$ cat config.mk
export PLATFORM = sky130hd
export DESIGN_NAME = acc_xor_cmp_unit
export DESIGN_NICKNAME = d
export VERILOG_FILES = /design/src/core/acc_unit_pkg.sv /design/src/core/acc_stack.sv /design/src/core/acc_xor_cmp_unit.sv
export VERILOG_INCLUDE_DIRS = /design/src /design/src/core
export SDC_FILE = /design/constraint.sdc
export NUM_CORES = 1
export LEC_CHECK = 0
export ABC_AREA = 1
export BUFFER_PORTS_ARGS = -buffer_cell sky130_fd_sc_hd__buf_2
export CELL_PAD_IN_SITES_DETAIL_PLACEMENT = 1
export CELL_PAD_IN_SITES_GLOBAL_PLACEMENT = 1
export CORE_ASPECT_RATIO = 2
export CORE_MARGIN = 2
export CORE_UTILIZATION = 35
export CTS_BUF_LIST = sky130_fd_sc_hd__clkbuf_2
export DETAILED_ROUTE_END_ITERATION = 12
export MAX_ROUTING_LAYER = met4
export PLACE_DENSITY = 0.67
export SKIP_CTS_REPAIR_TIMING = 1
export SLEW_MARGIN = 40
export SYNTH_ARGS = -nofsm -noshare
export SYNTH_HDL_FRONTEND = slang
export SYNTH_SLANG_ARGS = --single-unit
$ cat constraint.sdc
create_clock -name clk -period 2.3 [get_ports clk]
set_input_delay 0.46 -clock clk [delete_from_list [all_inputs] [get_ports clk]]
set_output_delay 0.46 -clock clk [all_outputs]
set_load 0.05 [all_outputs]
$ cat src/core/acc_unit_map.svh
`ifndef ACC_UNIT_MAP_SVH
`define ACC_UNIT_MAP_SVH

`define ACC_WIDTH        32
`define WORD_WIDTH       16
`define BIT_COUNT_MIN    6'h01
`define BIT_COUNT_MAX    6'h20
`define ACC_RESET_VALUE  32'h0000_0000
`define ACC_SIGN_BIT     31
`define STACK_DEPTH      8

`endif

$ cat src/core/acc_unit_pkg.sv
package acc_unit_pkg;

	typedef enum logic [2:0] {
		op_none_t_val,
		formatted_bit_xor_op,
		stack_xor_op,
		word_compare_op,
		double_word_compare_op,
		formatted_bit_compare_op
	} op_code_t;

endpackage : acc_unit_pkg

$ cat src/core/acc_stack.sv
`timescale 1ns/1ps
`include "acc_unit_map.svh"

// accumulator stack: push on load, pop on stack operations
module acc_stack #(
	parameter int DEPTH = `STACK_DEPTH,
	parameter int WIDTH = `ACC_WIDTH
) (
	input  wire logic             clk,
	input  wire logic             rstn,
	input  wire logic             push,
	input  wire logic [WIDTH-1:0] push_data,
	input  wire logic             pop,
	output logic      [WIDTH-1:0] top_data
);

	logic [WIDTH-1:0] entry_reg [DEPTH];
	logic [WIDTH-1:0] push_in   [DEPTH];
	logic [WIDTH-1:0] pop_in    [DEPTH];

	genvar g;
	generate
		for (g = 0; g < DEPTH; g++) begin : g_entry
			// neighbour taps picked at elaboration so no index leaves the array
			if (g == 0) begin : g_top
				assign push_in[g] = push_data;
			end else begin : g_below
				assign push_in[g] = entry_reg[g-1];
			end
			// the bottom level refills with zero once data moves up
			if (g == DEPTH-1) begin : g_bottom
				assign pop_in[g] = '0;
			end else begin : g_above
				assign pop_in[g] = entry_reg[g+1];
			end
			always_ff @(posedge clk or negedge rstn) begin
				if (!rstn) begin
					entry_reg[g] <= '0;
				end else if (push) begin
					entry_reg[g] <= push_in[g];
				end else if (pop) begin
					entry_reg[g] <= pop_in[g];
				end
			end
		end
	endgenerate

	assign top_data = entry_reg[0];

endmodule : acc_stack

$ cat src/core/acc_xor_cmp_unit.sv
`timescale 1ns/1ps
`include "acc_unit_map.svh"

// Functional notes
// - formatted xor of accumulator with bit run
// - formatted ops take start bits and count
// - zero flag set when xor result zero
// - negative flag follows result bit 31
// - flags hold until rewritten by same kind
// - stack xor uses full accumulator and top
// - stack xor pops stack one level
// - word compare uses low sixteen bits
// - less flag when accumulator smaller
// - equal flag when values match
// - greater flag when accumulator larger
// - compares are plain unsigned, no conversion
// - double compare uses all 32 bits
// - formatted compare against assembled bit run
// - compares never change the accumulator
module acc_xor_cmp_unit
	import acc_unit_pkg::*;
(
	input  wire logic                    clk,
	input  wire logic                    rstn,
	input  wire logic                    op_valid,
	input  wire op_code_t                op_code,
	input  wire logic [`ACC_WIDTH-1:0]   bit_field,
	input  wire logic [5:0]              bit_count,
	input  wire logic [`WORD_WIDTH-1:0]  word_operand,
	input  wire logic [`ACC_WIDTH-1:0]   double_operand,
	input  wire logic                    acc_load,
	input  wire logic [`ACC_WIDTH-1:0]   acc_load_data,
	output logic      [`ACC_WIDTH-1:0]   acc_value,
	output logic      [`ACC_WIDTH-1:0]   stack_top,
	output logic                         less_than_flag,
	output logic                         equal_flag,
	output logic                         greater_than_flag,
	output logic                         zero_result_flag,
	output logic                         negative_result_flag,
	output logic                         count_error
);

	logic [`ACC_WIDTH-1:0] acc_reg;
	logic [`ACC_WIDTH-1:0] acc_next;
	logic [`ACC_WIDTH-1:0] field_mask;
	logic [`ACC_WIDTH-1:0] field_value;
	logic [`ACC_WIDTH-1:0] cmp_left;
	logic [`ACC_WIDTH-1:0] cmp_right;
	logic                  count_ok;
	logic                  is_xor;
	logic                  is_cmp;
	logic                  stack_pop;
	logic                  lt_reg;
	logic                  eq_reg;
	logic                  gt_reg;
	logic                  zero_reg;
	logic                  neg_reg;
	logic                  err_reg;

	// an out of range count is refused whole rather than clamped
	assign count_ok = (bit_count >= `BIT_COUNT_MIN) &&
		(bit_count <= `BIT_COUNT_MAX);

	// right aligned run, bits above count forced to zero
	always_comb begin
		if (bit_count >= `BIT_COUNT_MAX)
			field_mask = '1;
		else
			field_mask = (32'h0000_0001 << bit_count) - 32'h0000_0001;
		field_value = bit_field & field_mask;
	end

	always_comb begin
		is_xor = 1'b0;
		is_cmp = 1'b0;
		acc_next = acc_reg;
		cmp_left = acc_reg;
		cmp_right = '0;
		if (op_valid) begin
			unique case (op_code)
				formatted_bit_xor_op: begin
					is_xor = count_ok;
					acc_next = acc_reg ^ field_value;
				end
				stack_xor_op: begin
					is_xor = 1'b1;
					acc_next = acc_reg ^ stack_top;
				end
				word_compare_op: begin
					is_cmp = 1'b1;
					cmp_left = {16'h0000, acc_reg[`WORD_WIDTH-1:0]};
					cmp_right = {16'h0000, word_operand};
				end
				double_word_compare_op: begin
					is_cmp = 1'b1;
					cmp_right = double_operand;
				end
				formatted_bit_compare_op: begin
					is_cmp = count_ok;
					cmp_left = acc_reg & field_mask;
					cmp_right = field_value;
				end
				default: begin
				end
			endcase
		end
	end

	assign stack_pop = op_valid && (op_code == stack_xor_op);

	// compares leave acc untouched since only xor loads acc_next
	always_ff @(posedge clk or negedge rstn) begin
		if (!rstn)
			acc_reg <= `ACC_RESET_VALUE;
		else if (acc_load)
			acc_reg <= acc_load_data;
		else if (is_xor)
			acc_reg <= acc_next;
	end

	// result flags only move on an xor; other ops leave them
	always_ff @(posedge clk or negedge rstn) begin
		if (!rstn) begin
			zero_reg <= 1'b0;
			neg_reg <= 1'b0;
		end else if (is_xor) begin
			zero_reg <= (acc_next == '0);
			neg_reg <= acc_next[`ACC_SIGN_BIT];
		end
	end

	// unsigned compare: same bit patterns order the same in every format
	always_ff @(posedge clk or negedge rstn) begin
		if (!rstn) begin
			lt_reg <= 1'b0;
			eq_reg <= 1'b0;
			gt_reg <= 1'b0;
		end else if (is_cmp) begin
			lt_reg <= cmp_left < cmp_right;
			eq_reg <= cmp_left == cmp_right;
			gt_reg <= cmp_left > cmp_right;
		end
	end

	always_ff @(posedge clk or negedge rstn) begin
		if (!rstn)
			err_reg <= 1'b0;
		else if (op_valid)
			err_reg <= !count_ok && (op_code == formatted_bit_xor_op ||
				op_code == formatted_bit_compare_op);
	end

	acc_stack #(
		.DEPTH(`STACK_DEPTH),
		.WIDTH(`ACC_WIDTH)
	) acc_stack_inst (
		.clk      (clk),
		.rstn     (rstn),
		.push     (acc_load),
		.push_data(acc_reg),
		.pop      (stack_pop && !acc_load),
		.top_data (stack_top)
	);

	assign acc_value = acc_reg;
	assign less_than_flag = lt_reg;
	assign equal_flag = eq_reg;
	assign greater_than_flag = gt_reg;
	assign zero_result_flag = zero_reg;
	assign negative_result_flag = neg_reg;
	assign count_error = err_reg;

	a_cmp_onehot: assert property (
		@(posedge clk) disable iff (!rstn)
		$past(is_cmp) |-> $onehot({lt_reg, eq_reg, gt_reg}))
		else $error("compare flags not one-hot");

	a_cmp_keeps_acc: assert property (
		@(posedge clk) disable iff (!rstn)
		is_cmp && !acc_load |=> $stable(acc_reg))
		else $error("compare changed accumulator");

	a_xor_zero: assert property (
		@(posedge clk) disable iff (!rstn)
		is_xor && !acc_load |=> zero_reg == (acc_reg == '0))
		else $error("zero flag wrong after xor");

	a_xor_neg: assert property (
		@(posedge clk) disable iff (!rstn)
		is_xor && !acc_load |=> neg_reg == acc_reg[`ACC_SIGN_BIT])
		else $error("negative flag wrong after xor");

	a_stack_xor: assert property (
		@(posedge clk) disable iff (!rstn)
		stack_pop && !acc_load |=>
		acc_reg == ($past(acc_reg) ^ $past(stack_top)))
		else $error("stack xor result wrong");

	a_flags_hold: assert property (
		@(posedge clk) disable iff (!rstn)
		!is_cmp |=> $stable({lt_reg, eq_reg, gt_reg}))
		else $error("compare flags moved without compare");

	a_word_lt: assert property (
		@(posedge clk) disable iff (!rstn)
		op_valid && op_code == word_compare_op &&
		acc_reg[`WORD_WIDTH-1:0] < word_operand |=> lt_reg)
		else $error("word compare less flag missing");

	a_dbl_gt: assert property (
		@(posedge clk) disable iff (!rstn)
		op_valid && op_code == double_word_compare_op &&
		acc_reg > double_operand |=> gt_reg && !eq_reg)
		else $error("double compare greater flag missing");

	a_fmt_xor: assert property (
		@(posedge clk) disable iff (!rstn)
		op_valid && op_code == formatted_bit_xor_op && count_ok &&
		!acc_load |=> acc_reg == ($past(acc_reg) ^ $past(field_value)))
		else $error("formatted xor result wrong");

	// a refused count must leave accumulator and result flags alone
	a_count_refused: assert property (
		@(posedge clk) disable iff (!rstn)
		op_valid && !count_ok && !acc_load &&
		(op_code == formatted_bit_xor_op ||
		op_code == formatted_bit_compare_op) |=>
		err_reg && $stable(acc_reg) && $stable({zero_reg, neg_reg}))
		else $error("out of range count not refused");

	// bits above the count must not take part on either side
	a_fmt_cmp_mask: assert property (
		@(posedge clk) disable iff (!rstn)
		op_valid && op_code == formatted_bit_compare_op && count_ok &&
		(acc_reg & field_mask) == (bit_field & field_mask) |=> eq_reg)
		else $error("formatted compare looked past bit count");

endmodule : acc_xor_cmp_unit

==> results of run 1 <==
-- routing by layer --
layer | vias up | global-route usage | wire length (um)
li1 | 8530 | - | -
met1 | 8690 | 0.304 | 26500
met2 | 393 | 0.465 | 34800
met3 | 134 | 0.0344 | 2590
met4 | 0 | 0.109 | 2730
met5 | - | - | 0
-- worst min-delay path: cells and delay by family --
family | cells | cell delay (ps)
buf+inv | 3 | 400
compound gates | 1 | 100
simple gates | 1 | 80
-- final cells by class --
cell class / instances / area [um^2]
diodes: 2 / 5.00
clock buffers: 117 / 586
clock inverters: 12 / 57.6
fillers: 6141 / 26500
inverters: 302 / 1140
multi-input cells: 1495 / 8230
flip-flops and latches: 294 / 7360
well taps: 643 / 805
repair buffers: 549 / 4270
-- power groups by stage --
| stage | clock network [uW] | logic [uW] | registers [uW] |
|---|---|---|---|
| 2_1_floorplan | 0 | 2400 | 6720 |
| 3_3_place_gp | 0 | 4160 | 6650 |
| 3_5_place_dp | 0 | 4260 | 6670 |
| 4_1_cts | 3770 | 4280 | 6570 |
| 5_1_grt | 4030 | 4920 | 6670 |
| 6_report | 3590 | 4440 | 6560 |
-- worst min-delay path by stage --
stage / from / end / slack (ps) / depth (start not counted)
floorplan: rstn / acc_stack_inst.entry_reg[0] / 160 / 0
global placement: rstn / acc_value[18] / 370 / 1
detailed placement: rstn / acc_value[18] / 360 / 1
CTS: rstn / acc_value[19] / -730 / 1
global route: bit_field[14] / acc_value[14] / 140 / 8
finish: op_valid / equal_flag / 160 / 5
-- metrics by stage --
stage | hold WS, ps | instances | worst slack (ps)
final | 161 | 3414 | -414
after global routing | 142 | 3414 | -543
after CTS | -726 | 3340 | -469
after detailed placement | 365 | 3211 | -1520
after global placement | 369 | 3211 | -1490
after floorplan | 164 | 2271 | -833
-- placed cells by master, fill, tap and decap left out, types with 4 or more instances in the layout --
cell	count
clkbuf_4	5
nand3_2	16
o22ai_2	5
nor2_2	24
ha_1	30
nand2_2	24
nand3b_1	4
o211ai_1	194
a21boi_0	5
nand2_1	588
o21ai_1	8
inv_2	10
o21ai_0	226
nand3_1	105
a31oi_1	9
buf_12	31
nor2_4	11
nor2_1	42
nand2_4	5
dlygate4sd3_1	49
xor2_1	6
o221ai_1	64
buf_8	4
nor3_1	7
clkbuf_2	117
a21oi_1	60
dfrtp_1	291
inv_1	290
clkinv_1	9
buf_6	4
buf_4	276
buf_2	178
o22ai_1	10
nand4_1	17
-- cell families (layout without fill, tap and decap cells) --
kind of cell / after synthesis / in the layout
and+or+nand+nor: 852 / 852
AOI/OAI and AO/OA: 601 / 601
buffers and inverters: 482 / 980
DFF: 294 / 294
adders and majority gates: 33 / 33
xor gates and xnor gates: 9 / 9
other: 0 / 2
==> flow_metrics.tcl, run 1 <==
set metrics [dict create \
    slowest_stage "a2111oi_2" \
    clock.fmax_mhz 368 \
    synth_edf_count 0 \
    dieArea_um2 51000 \
    fin_skew_ps 73.0 \
    startpoint_type "input pin" \
    antenna_found_initial 2 \
    combPwrFrac 0.304 \
    finalWorstSetupSlack_ps -414 \
    worst-path-max-fanout 6 \
    p_total_uw 14600 \
    syn_area_per_cell_um2 7.57 \
    final_core_util 0.459 \
    syn_area_um2 17200 \
    finalSetupViolCount 3 \
    start_util 0.352 \
    period_minus_slack_ps 2710 \
    ios 195 \
    ir_drop_mv 0.388 \
    cts_buffers 78 \
    via_count 17700 \
    crit_start "bit_count[4]" \
    first_global_vias 18700 \
    rsz0062_at_grt "true" \
    cts.sink_count 294 \
    drc_errors 0 \
    die_height_um 318 \
    rows 115 \
    place_hpwl_um 50100 \
    crit_end "greater_than_flag" \
    grt_max_degree 81 \
    ys.flop_type "dfrtp_1" \
    placed_area_um2 20700 \
    via_per_inst 5.20 \
    firstDrtPassIters 5 \
    drt_iter0_drc 920 \
    hold_violations 0 \
    cap_violations 0 \
    cts-root-buf "clkbuf_2" \
    htree_num_levels 3 \
    synth-compound-area-share 0.222 \
    areaGrowthSynthToFinish_pct 30.5 \
    synthCells 2271 \
    worstReg2RegStart "acc_value[19]" \
    synthesis.nets 2429 \
    max_slew_margin 0.449 \
    path_clk_slew_ps 120 \
    p_leak_uw 0.0113 \
    switching_power_uw 5650 \
    synth_warnings 0 \
    switching_share 0.387 \
    crit_buf_inv 3 \
    place.gp.congestion 0.919 \
    path_class "in -> reg" \
    cellPowerDensity_nw_per_um2 650 \
    path_depth 23 \
    seqPwrFrac 0.450 \
    finalWirelength_um 66600 \
    synthXorXnorAreaFrac 0.00458 \
    crit_path_frequent_cell "nand2_1" \
    synth_top_area_cell "dfrtp_1" \
    synth_commonest_cells "nand2_1 (612), dfrtp_1 (294), inv_1 (294), o21ai_0 (234), o211ai_1 (194)" \
    track_usage 0.265 \
    io_buffers 194 \
    synth.distinct_cells 49 \
    fin_setup_tns_ps -1040 \
    maxSlewViolCount 0 \
    grt_pass1_wl_um 103000 \
    drive_gt1_frac 0.266 \
    violations "setup timing" \
    crit_arrival_ps 3560 \
    fin_nets 2878 \
    critPathRequiredTime_ps 3140 \
    async_flop_share 1.00 \
    fin_area_um2 22400 \
    core_um2 48900 \
    clock_latency_ps 950 \
    wl_per_cell_um 19.5 \
    slowest_delay_ps 250 \
    tritoncts "done" \
    yosys-top-cells-area "dfrtp_1 (43%), nand2_1 (13%), o211ai_1 (8.5%)" \
    worst_pin_slew_ps 823 \
    clock_path_buffers 3 \
    synth_fa_ha_area_frac 0.0240 \
    r2r_cells 13 \
    drtAntennaViolNets 0 \
    r2r_setup_slack_ps 30 \
    status "finished, violations left" \
    min_path_type "in -> reg" \
    synth_mux_area_frac 0 \
    ys_ff_latch 294 \
    critical_path.top_delay_family "simple AND/OR/NAND/NOR gates" \
    period_share 1.18 \
    end_kind "flip-flop" \
    yosysMostFrequentCell "nand2_1" \
    synth-seq-area-share 0.428 \
    synth_top_family_by_area "compound AO/OA/AOI/OAI gates" \
    crit_chain "buf_8 > nor2_4 > clkbuf_16 > nand4_1 > and2_1 > nand2_1 > nor2_4 > nor3b_4 > nand2_1 > o22ai_2 > nand2_1 > ha_4 > a21oi_2 > o21ai_1 > a21oi_1 > nor2_1 > o21bai_1 > a21oi_1 > a2111oi_2 > buf_4 > nand3_2 > nand2_1 > nand2_1" \
    largest_reg_flops 224 \
    synth_top_area_frac 0.428 \
    gr-total-overflow 0 \
    clock_power_share 0.246 \
    p_int_uw 8940 \
    die_w_um 161 \
    synth-simple-area-share 0.206 \
    rr_endpoint "greater_than_flag" \
]
Power figures use the tool's default switching activity.
==> inputs of run 2 (changes only) <==
CORE_UTILIZATION = 45   (was 35)
PLACE_DENSITY = 0.83   (was 0.67)
==> run 2 against run 1 <==
Effect of this change: the flow still finishes with violations (setup timing); cell count is 6.6% lower; clock skew shrank 29 ps; sequential share of layout area is 0.25 points higher; worst setup slack got worse by 250 ps; core utilization rose by 13 points; critical endpoint unchanged; largest cell class unchanged.
==> flow_metrics.tcl, run 2 (synthesized netlist as in run 1, its figures left out) <==
set metrics [dict create \
    status "finished, violations left" \
    violations "setup timing" \
    via_count 17900 \
    worst-path-max-fanout 8 \
    rows 101 \
    start_util 0.455 \
    max_slew_margin 0.611 \
    worst_pin_slew_ps 583 \
    wl_per_cell_um 21.1 \
    r2r_cells 13 \
    clock_power_share 0.226 \
    switching_share 0.384 \
    via_per_inst 5.61 \
    dieArea_um2 39900 \
    cts.sink_count 294 \
    hp-start "op_valid" \
    crit_arrival_ps 3780 \
    cap_violations 0 \
    cts-root-buf "clkbuf_2" \
    slowest_delay_ps 370 \
    crit_path_frequent_cell "nand2_1" \
    critPathRequiredTime_ps 3110 \
    finalWorstSetupSlack_ps -665 \
    finalSetupViolCount 4 \
    grt_max_degree 118 \
    grt_pass1_wl_um 103000 \
    maxSlewViolCount 0 \
    firstDrtPassIters 5 \
    htree_num_levels 2 \
    p_int_uw 8790 \
    largest_reg_flops 224 \
    min_path_type "in -> reg" \
    gr-total-overflow 0 \
    hold_violations 0 \
    clock_latency_ps 880 \
    die_height_um 281 \
    antenna_found_initial 6 \
    rsz0062_at_grt "true" \
    period_minus_slack_ps 2970 \
    drc_errors 0 \
    fin_area_um2 22300 \
    period_share 1.29 \
    seqPwrFrac 0.458 \
    multiInputGateArea_um2 8480 \
    fill_cells 4750 \
    placed_area_um2 20400 \
    final_core_util 0.589 \
    cellPowerDensity_nw_per_um2 642 \
    finalWirelength_um 67400 \
    seq_area_um2 7360 \
    path_clk_slew_ps 120 \
    slowest_stage "nor4_4" \
    fin_skew_ps 44.4 \
    ir_drop_mv 0.602 \
    path_class "in -> reg" \
    drt_iter0_drc 751 \
    drtAntennaViolNets 0 \
    p_leak_uw 0.0112 \
    switching_power_uw 5490 \
    crit_chain "buf_8 > nor2_4 > buf_12 > buf_6 > nand3_1 > buf_4 > nand2_1 > inv_1 > nand3_2 > nor2_1 > buf_4 > nand4_1 > o22ai_1 > nand2_1 > ha_4 > nand2_1 > nor2_2 > nand4_1 > nor4_4 > buf_4 > nand2_1 > nand3_4 > nand2_1 > nand2_1" \
    clock_path_buffers 3 \
    clock.fmax_mhz 337 \
    drive_gt1_frac 0.269 \
    core_um2 37800 \
    areaGrowthSynthToFinish_pct 29.4 \
    place.gp.congestion 0.968 \
    rr_endpoint "greater_than_flag" \
    place_hpwl_um 51400 \
    io_buffers 194 \
    startpoint_type "input pin" \
    first_global_vias 19100 \
    die_w_um 142 \
    layout_common_cells "nand2_1 (570), dfrtp_1 (294), inv_1 (288), buf_4 (244), o21ai_0 (227)" \
    fin_nets 2835 \
    track_usage 0.340 \
    tritoncts "done" \
    cts_buffers 60 \
    ios 195 \
    end_kind "flip-flop" \
    r2r_setup_slack_ps 0 \
    combPwrFrac 0.316 \
    fin_setup_tns_ps -1930 \
    crit_start "bit_count[4]" \
    crit_end "greater_than_flag" \
    final_common_cell "nand2_1" \
    worstReg2RegStart "acc_value[19]" \
]
run 2: cell count changes in the layout (fill, tap and decap cells not counted), moves of 4 or more:
cell | previous run | this run
buf_12 | 31 | 37
buf_2 | 178 | 186
buf_4 | 276 | 244
buf_6 | 4 | 16
clkbuf_2 | 117 | 84
clkbuf_4 | 5 | 0
clkinv_1 | 9 | 14
diode_2 | 2 | 6
dlygate4sd3_1 | 49 | 36
nand2_1 | 588 | 570
nand2_2 | 24 | 40
nor2_1 | 42 | 31
nor2_4 | 11 | 24
run 2: how the worst min path moves through the flow:
stage | to | slack [ps] | cells after the start
2_1_floorplan | acc_stack_inst.entry_reg[0] | 160 | 0
3_3_place_gp | acc_stack_inst.entry_reg[24] | 410 | 1
3_5_place_dp | acc_stack_inst.entry_reg[24] | 420 | 1
4_1_cts | acc_stack_inst.entry_reg[22] | -590 | 1
5_1_grt | count_error | 30 | 5
6_report | count_error | 70 | 5
run 2: critical path: cells and delay by family:
kind	cells	cell delay, ps
buffers and inverters	7	970
AOI/OAI and AO/OA	1	190
adders and majority gates	1	290
and+or+nand+nor	15	1850
run 2: power groups by stage:
| stage | Sequential, uW | Combinational, uW | Clock (uW) |
|---|---|---|---|
| after global routing | 6630 | 4940 | 3530 |
| after detailed placement | 6650 | 4210 | 0 |
| after global placement | 6570 | 4000 | 0 |
| final | 6550 | 4510 | 3230 |
| after floorplan | 6720 | 2400 | 0 |
| after CTS | 6550 | 4250 | 3350 |
run 2: through the flow:
| step | setup slack, ps | power [uW] | cells | hold WS (ps) |
|---|---|---|---|---|
| floorplan | -833 | 9130 | 2271 | 164 |
| global placement | -1830 | 10600 | 3015 | 415 |
| detailed placement | -1900 | 10900 | 3015 | 416 |
| CTS | -937 | 14100 | 3118 | -594 |
| global route | -719 | 15100 | 3187 | 33.5 |
| finish | -665 | 14300 | 3187 | 67.5 |
run 2: metal layers:
| metal | up-vias | part of all wire | track usage |
|---|---|---|---|
| met5 | - | 0 | - |
| li1 | 8441 | - | - |
| met3 | 223 | 0.033 | 0.0442 |
| met1 | 8841 | 0.36 | 0.341 |
| met4 | 0 | 0.074 | 0.216 |
| met2 | 390 | 0.53 | 0.614 |
run 2: area by class of cell:
type / instances / area share
Antenna cell: 6 / 0.000674
Timing Repair Buffer: 524 / 0.186
Clock buffer: 84 / 0.0189
Multi-Input combinational cell: 1495 / 0.381
Inverter: 302 / 0.0511
Clock inverter: 19 / 0.00590
Tap cell: 463 / 0.0260
Sequential cell: 294 / 0.331
==> inputs of run 3 (changes only) <==
--- a/config.mk
+++ b/config.mk
@@ -14,3 +14,3 @@
 export CORE_MARGIN = 2
-export CORE_UTILIZATION = 45
+export CORE_UTILIZATION = 44
 export CTS_BUF_LIST = sky130_fd_sc_hd__clkbuf_2
@@ -18,3 +18,3 @@
 export MAX_ROUTING_LAYER = met4
-export PLACE_DENSITY = 0.83
+export PLACE_DENSITY = 0.82
 export SKIP_CTS_REPAIR_TIMING = 1
@@ -23,2 +23,3 @@
 export SYNTH_HDL_FRONTEND = slang
+export SYNTH_HIERARCHICAL = 1
 export SYNTH_SLANG_ARGS = --single-unit
==> constraint.sdc (replaced) <==
create_clock -name clk -period 3.03 [get_ports clk]
set_input_delay 0.606 -clock clk [delete_from_list [all_inputs] [get_ports clk]]
set_output_delay 0.606 -clock clk [all_outputs]
set_load 0.005 [all_outputs]
==> run 3 against run 2 <==
Effect of this change: the flow now finishes without violations; non-clock buffer count decreased by 67; flip-flop and latch count is the same; area after synthesis decreased by 0.17%; hold slack worse by 50 ps; core utilization fell by 4.5 points.
==> flow_metrics.tcl, run 3 <==
set metrics [dict create \
    status "finished, final reports clean" \
    startpoint_type "input pin" \
    grt_pass1_wl_um 102000 \
    crit_path_frequent_cell "nand2_1" \
    min_path_type "in -> reg" \
    syn_area_um2 17200 \
    period_share 0.987 \
    areaGrowthSynthToFinish_pct 22.5 \
    clock_latency_ps 920 \
    async_flop_share 1.00 \
    ir_drop_mv 0.234 \
    p_leak_uw 0.0110 \
    place_hpwl_um 49200 \
    start_util 0.444 \
    wl_per_cell_um 20.1 \
    clock.fmax_mhz 335 \
    clock_path_buffers 3 \
    die_height_um 283 \
    core_um2 38700 \
    synth_commonest_cells "nand2_1 (920), nand3_1 (528), dfrtp_1 (294), nor2_1 (115), inv_1 (82)" \
    fin_nets 2895 \
    drt_iter0_drc 1077 \
    hold_violations 0 \
    maxSlewViolCount 0 \
    cts-root-buf "clkbuf_2" \
    path_clk_slew_ps 120 \
    synth_top_area_cell "dfrtp_1" \
    synth_top_area_frac 0.428 \
    first_global_vias 19200 \
    die_w_um 144 \
    largest_reg_flops 224 \
    synth_edf_count 0 \
    finalWirelength_um 66400 \
    ios 195 \
    cap_violations 0 \
    synth_fa_ha_area_frac 0.0240 \
    synth-compound-area-share 0.0550 \
    grt_max_degree 225 \
    synth-simple-area-share 0.410 \
    synth.distinct_cells 49 \
    ys.flop_type "dfrtp_1" \
    htree_num_levels 2 \
    cts_buffers 61 \
    syn_area_per_cell_um2 7.17 \
    cellPowerDensity_nw_per_um2 481 \
    final_core_util 0.544 \
    fin_skew_ps 41.5 \
    antenna_found_initial 4 \
    slowest_stage "ha_1" \
    via_count 18100 \
    p_total_uw 10100 \
    period_minus_slack_ps 2990 \
    synth_top_family_by_area "simple AND/OR/NAND/NOR gates" \
    synth_mux_area_frac 0 \
    drtAntennaViolNets 0 \
    synth-seq-area-share 0.428 \
    slowest_delay_ps 310 \
    seq_area_um2 7360 \
    fill_cells 5092 \
    worst_pin_slew_ps 748 \
    synth_warnings 6 \
    synthXorXnorAreaFrac 0.00255 \
    dieArea_um2 40700 \
    synthCells 2394 \
    final_common_cell "nand2_1" \
    synthesis.nets 2552 \
    crit_arrival_ps 3780 \
    max_slew_margin 0.501 \
    gr-total-overflow 0 \
    yosys-top-cells-area "dfrtp_1 (43%), nand2_1 (20%), nand3_1 (15%)" \
    ys_ff_latch 294 \
    io_buffers 194 \
    place.gp.congestion 1.02 \
    drive_gt1_frac 0.226 \
    cts.sink_count 294 \
    critPathRequiredTime_ps 3820 \
    rows 102 \
    worst-path-max-fanout 7 \
    yosysMostFrequentCell "nand2_1" \
    drc_errors 0 \
    tritoncts "done" \
    path_class "in -> reg" \
    track_usage 0.329 \
    finalSetupViolCount 0 \
    firstDrtPassIters 4 \
    multiInputGateArea_um2 8790 \
    layout_common_cells "nand2_1 (903), nand3_1 (522), dfrtp_1 (294), buf_4 (216), buf_2 (190)" \
    end_kind "flip-flop" \
    via_per_inst 5.49 \
]
run 3: final timing paths:
| check | start | end | slack, ps | cells after the start |
|---|---|---|---|---|
| worst max-delay path | bit_count[4] | greater_than_flag | 40 | 25 |
| worst min-delay path | acc_load_data[28] | acc_value[28] | 20 | 3 |
| worst max register to register | acc_value[3] | greater_than_flag | 710 | 10 |
| worst min register to register | acc_stack_inst/entry_reg[3] | acc_stack_inst/entry_reg[3] | 490 | 2 |
| max in group asynchronous | rstn | acc_stack_inst/entry_reg[207] | 2070 | 3 |
| min in group asynchronous | rstn | acc_stack_inst/entry_reg[4] | 190 | 2 |
run 3: report_power, final:
part	total (uW)	switching, uW	internal, uW
registers	5120	593	4530
clock network	2630	1600	1030
logic	2370	1400	970
total	10100	3590	6520
run 3: logic make-up (layout without fill, tap and decap cells):
| logic type | Yosys count | after routing |
|---|---|---|
| AND/OR/NAND/NOR | 1637 | 1638 |
| flip-flops | 294 | 294 |
| buffers and inverters | 272 | 655 |
| AO/OA/AOI/OAI | 153 | 153 |
| adder cells (fa/ha/maj) | 33 | 33 |
| XOR/XNOR | 5 | 5 |
| other | 0 | 4 |
run 3: layout make-up:
cell class | instances | area share
Antenna cell | 4 | 0.000476
Clock buffer | 88 | 0.0209
Clock inverter | 16 | 0.00666
Inverter | 94 | 0.0172
Multi-Input combinational cell | 1829 | 0.418
Sequential cell | 294 | 0.350
Tap cell | 520 | 0.0309
Timing Repair Buffer | 457 | 0.156
run 3: stage by stage:
stage | setup WS, ps | hold slack (ps) | TNS [ps] | instance area [um^2] | cells
2_1_floorplan | -115 | 310 | -248 | 17200 | 2394
3_3_place_gp | -1170 | 453 | -8410 | 19800 | 3159
3_5_place_dp | -1190 | 465 | -10340 | 19800 | 3159
4_1_cts | -210 | -475 | -504 | 20400 | 3263
5_1_grt | -73.6 | 6.16 | -108 | 21000 | 3302
6_report | 40.8 | 17.0 | 0 | 21000 | 3302
run 3: metal layers:
layer  share of wire  up-vias  track usage  wire length (um)
li1                -     8585            -                 -
met2            0.52      401        0.574             34500
met3           0.034      200       0.0439              2240
met4           0.074        0        0.191              4940
met1            0.37     8941        0.349             24700
met5               0        -            -                 0
run 3: worst max-delay path: cells and delay by family:
kind                       cells  cell delay, ps
and+or+nand+nor               15            1550
AOI/OAI and AO/OA              4             670
buffers and inverters          5             640
adders and majority gates      1             310
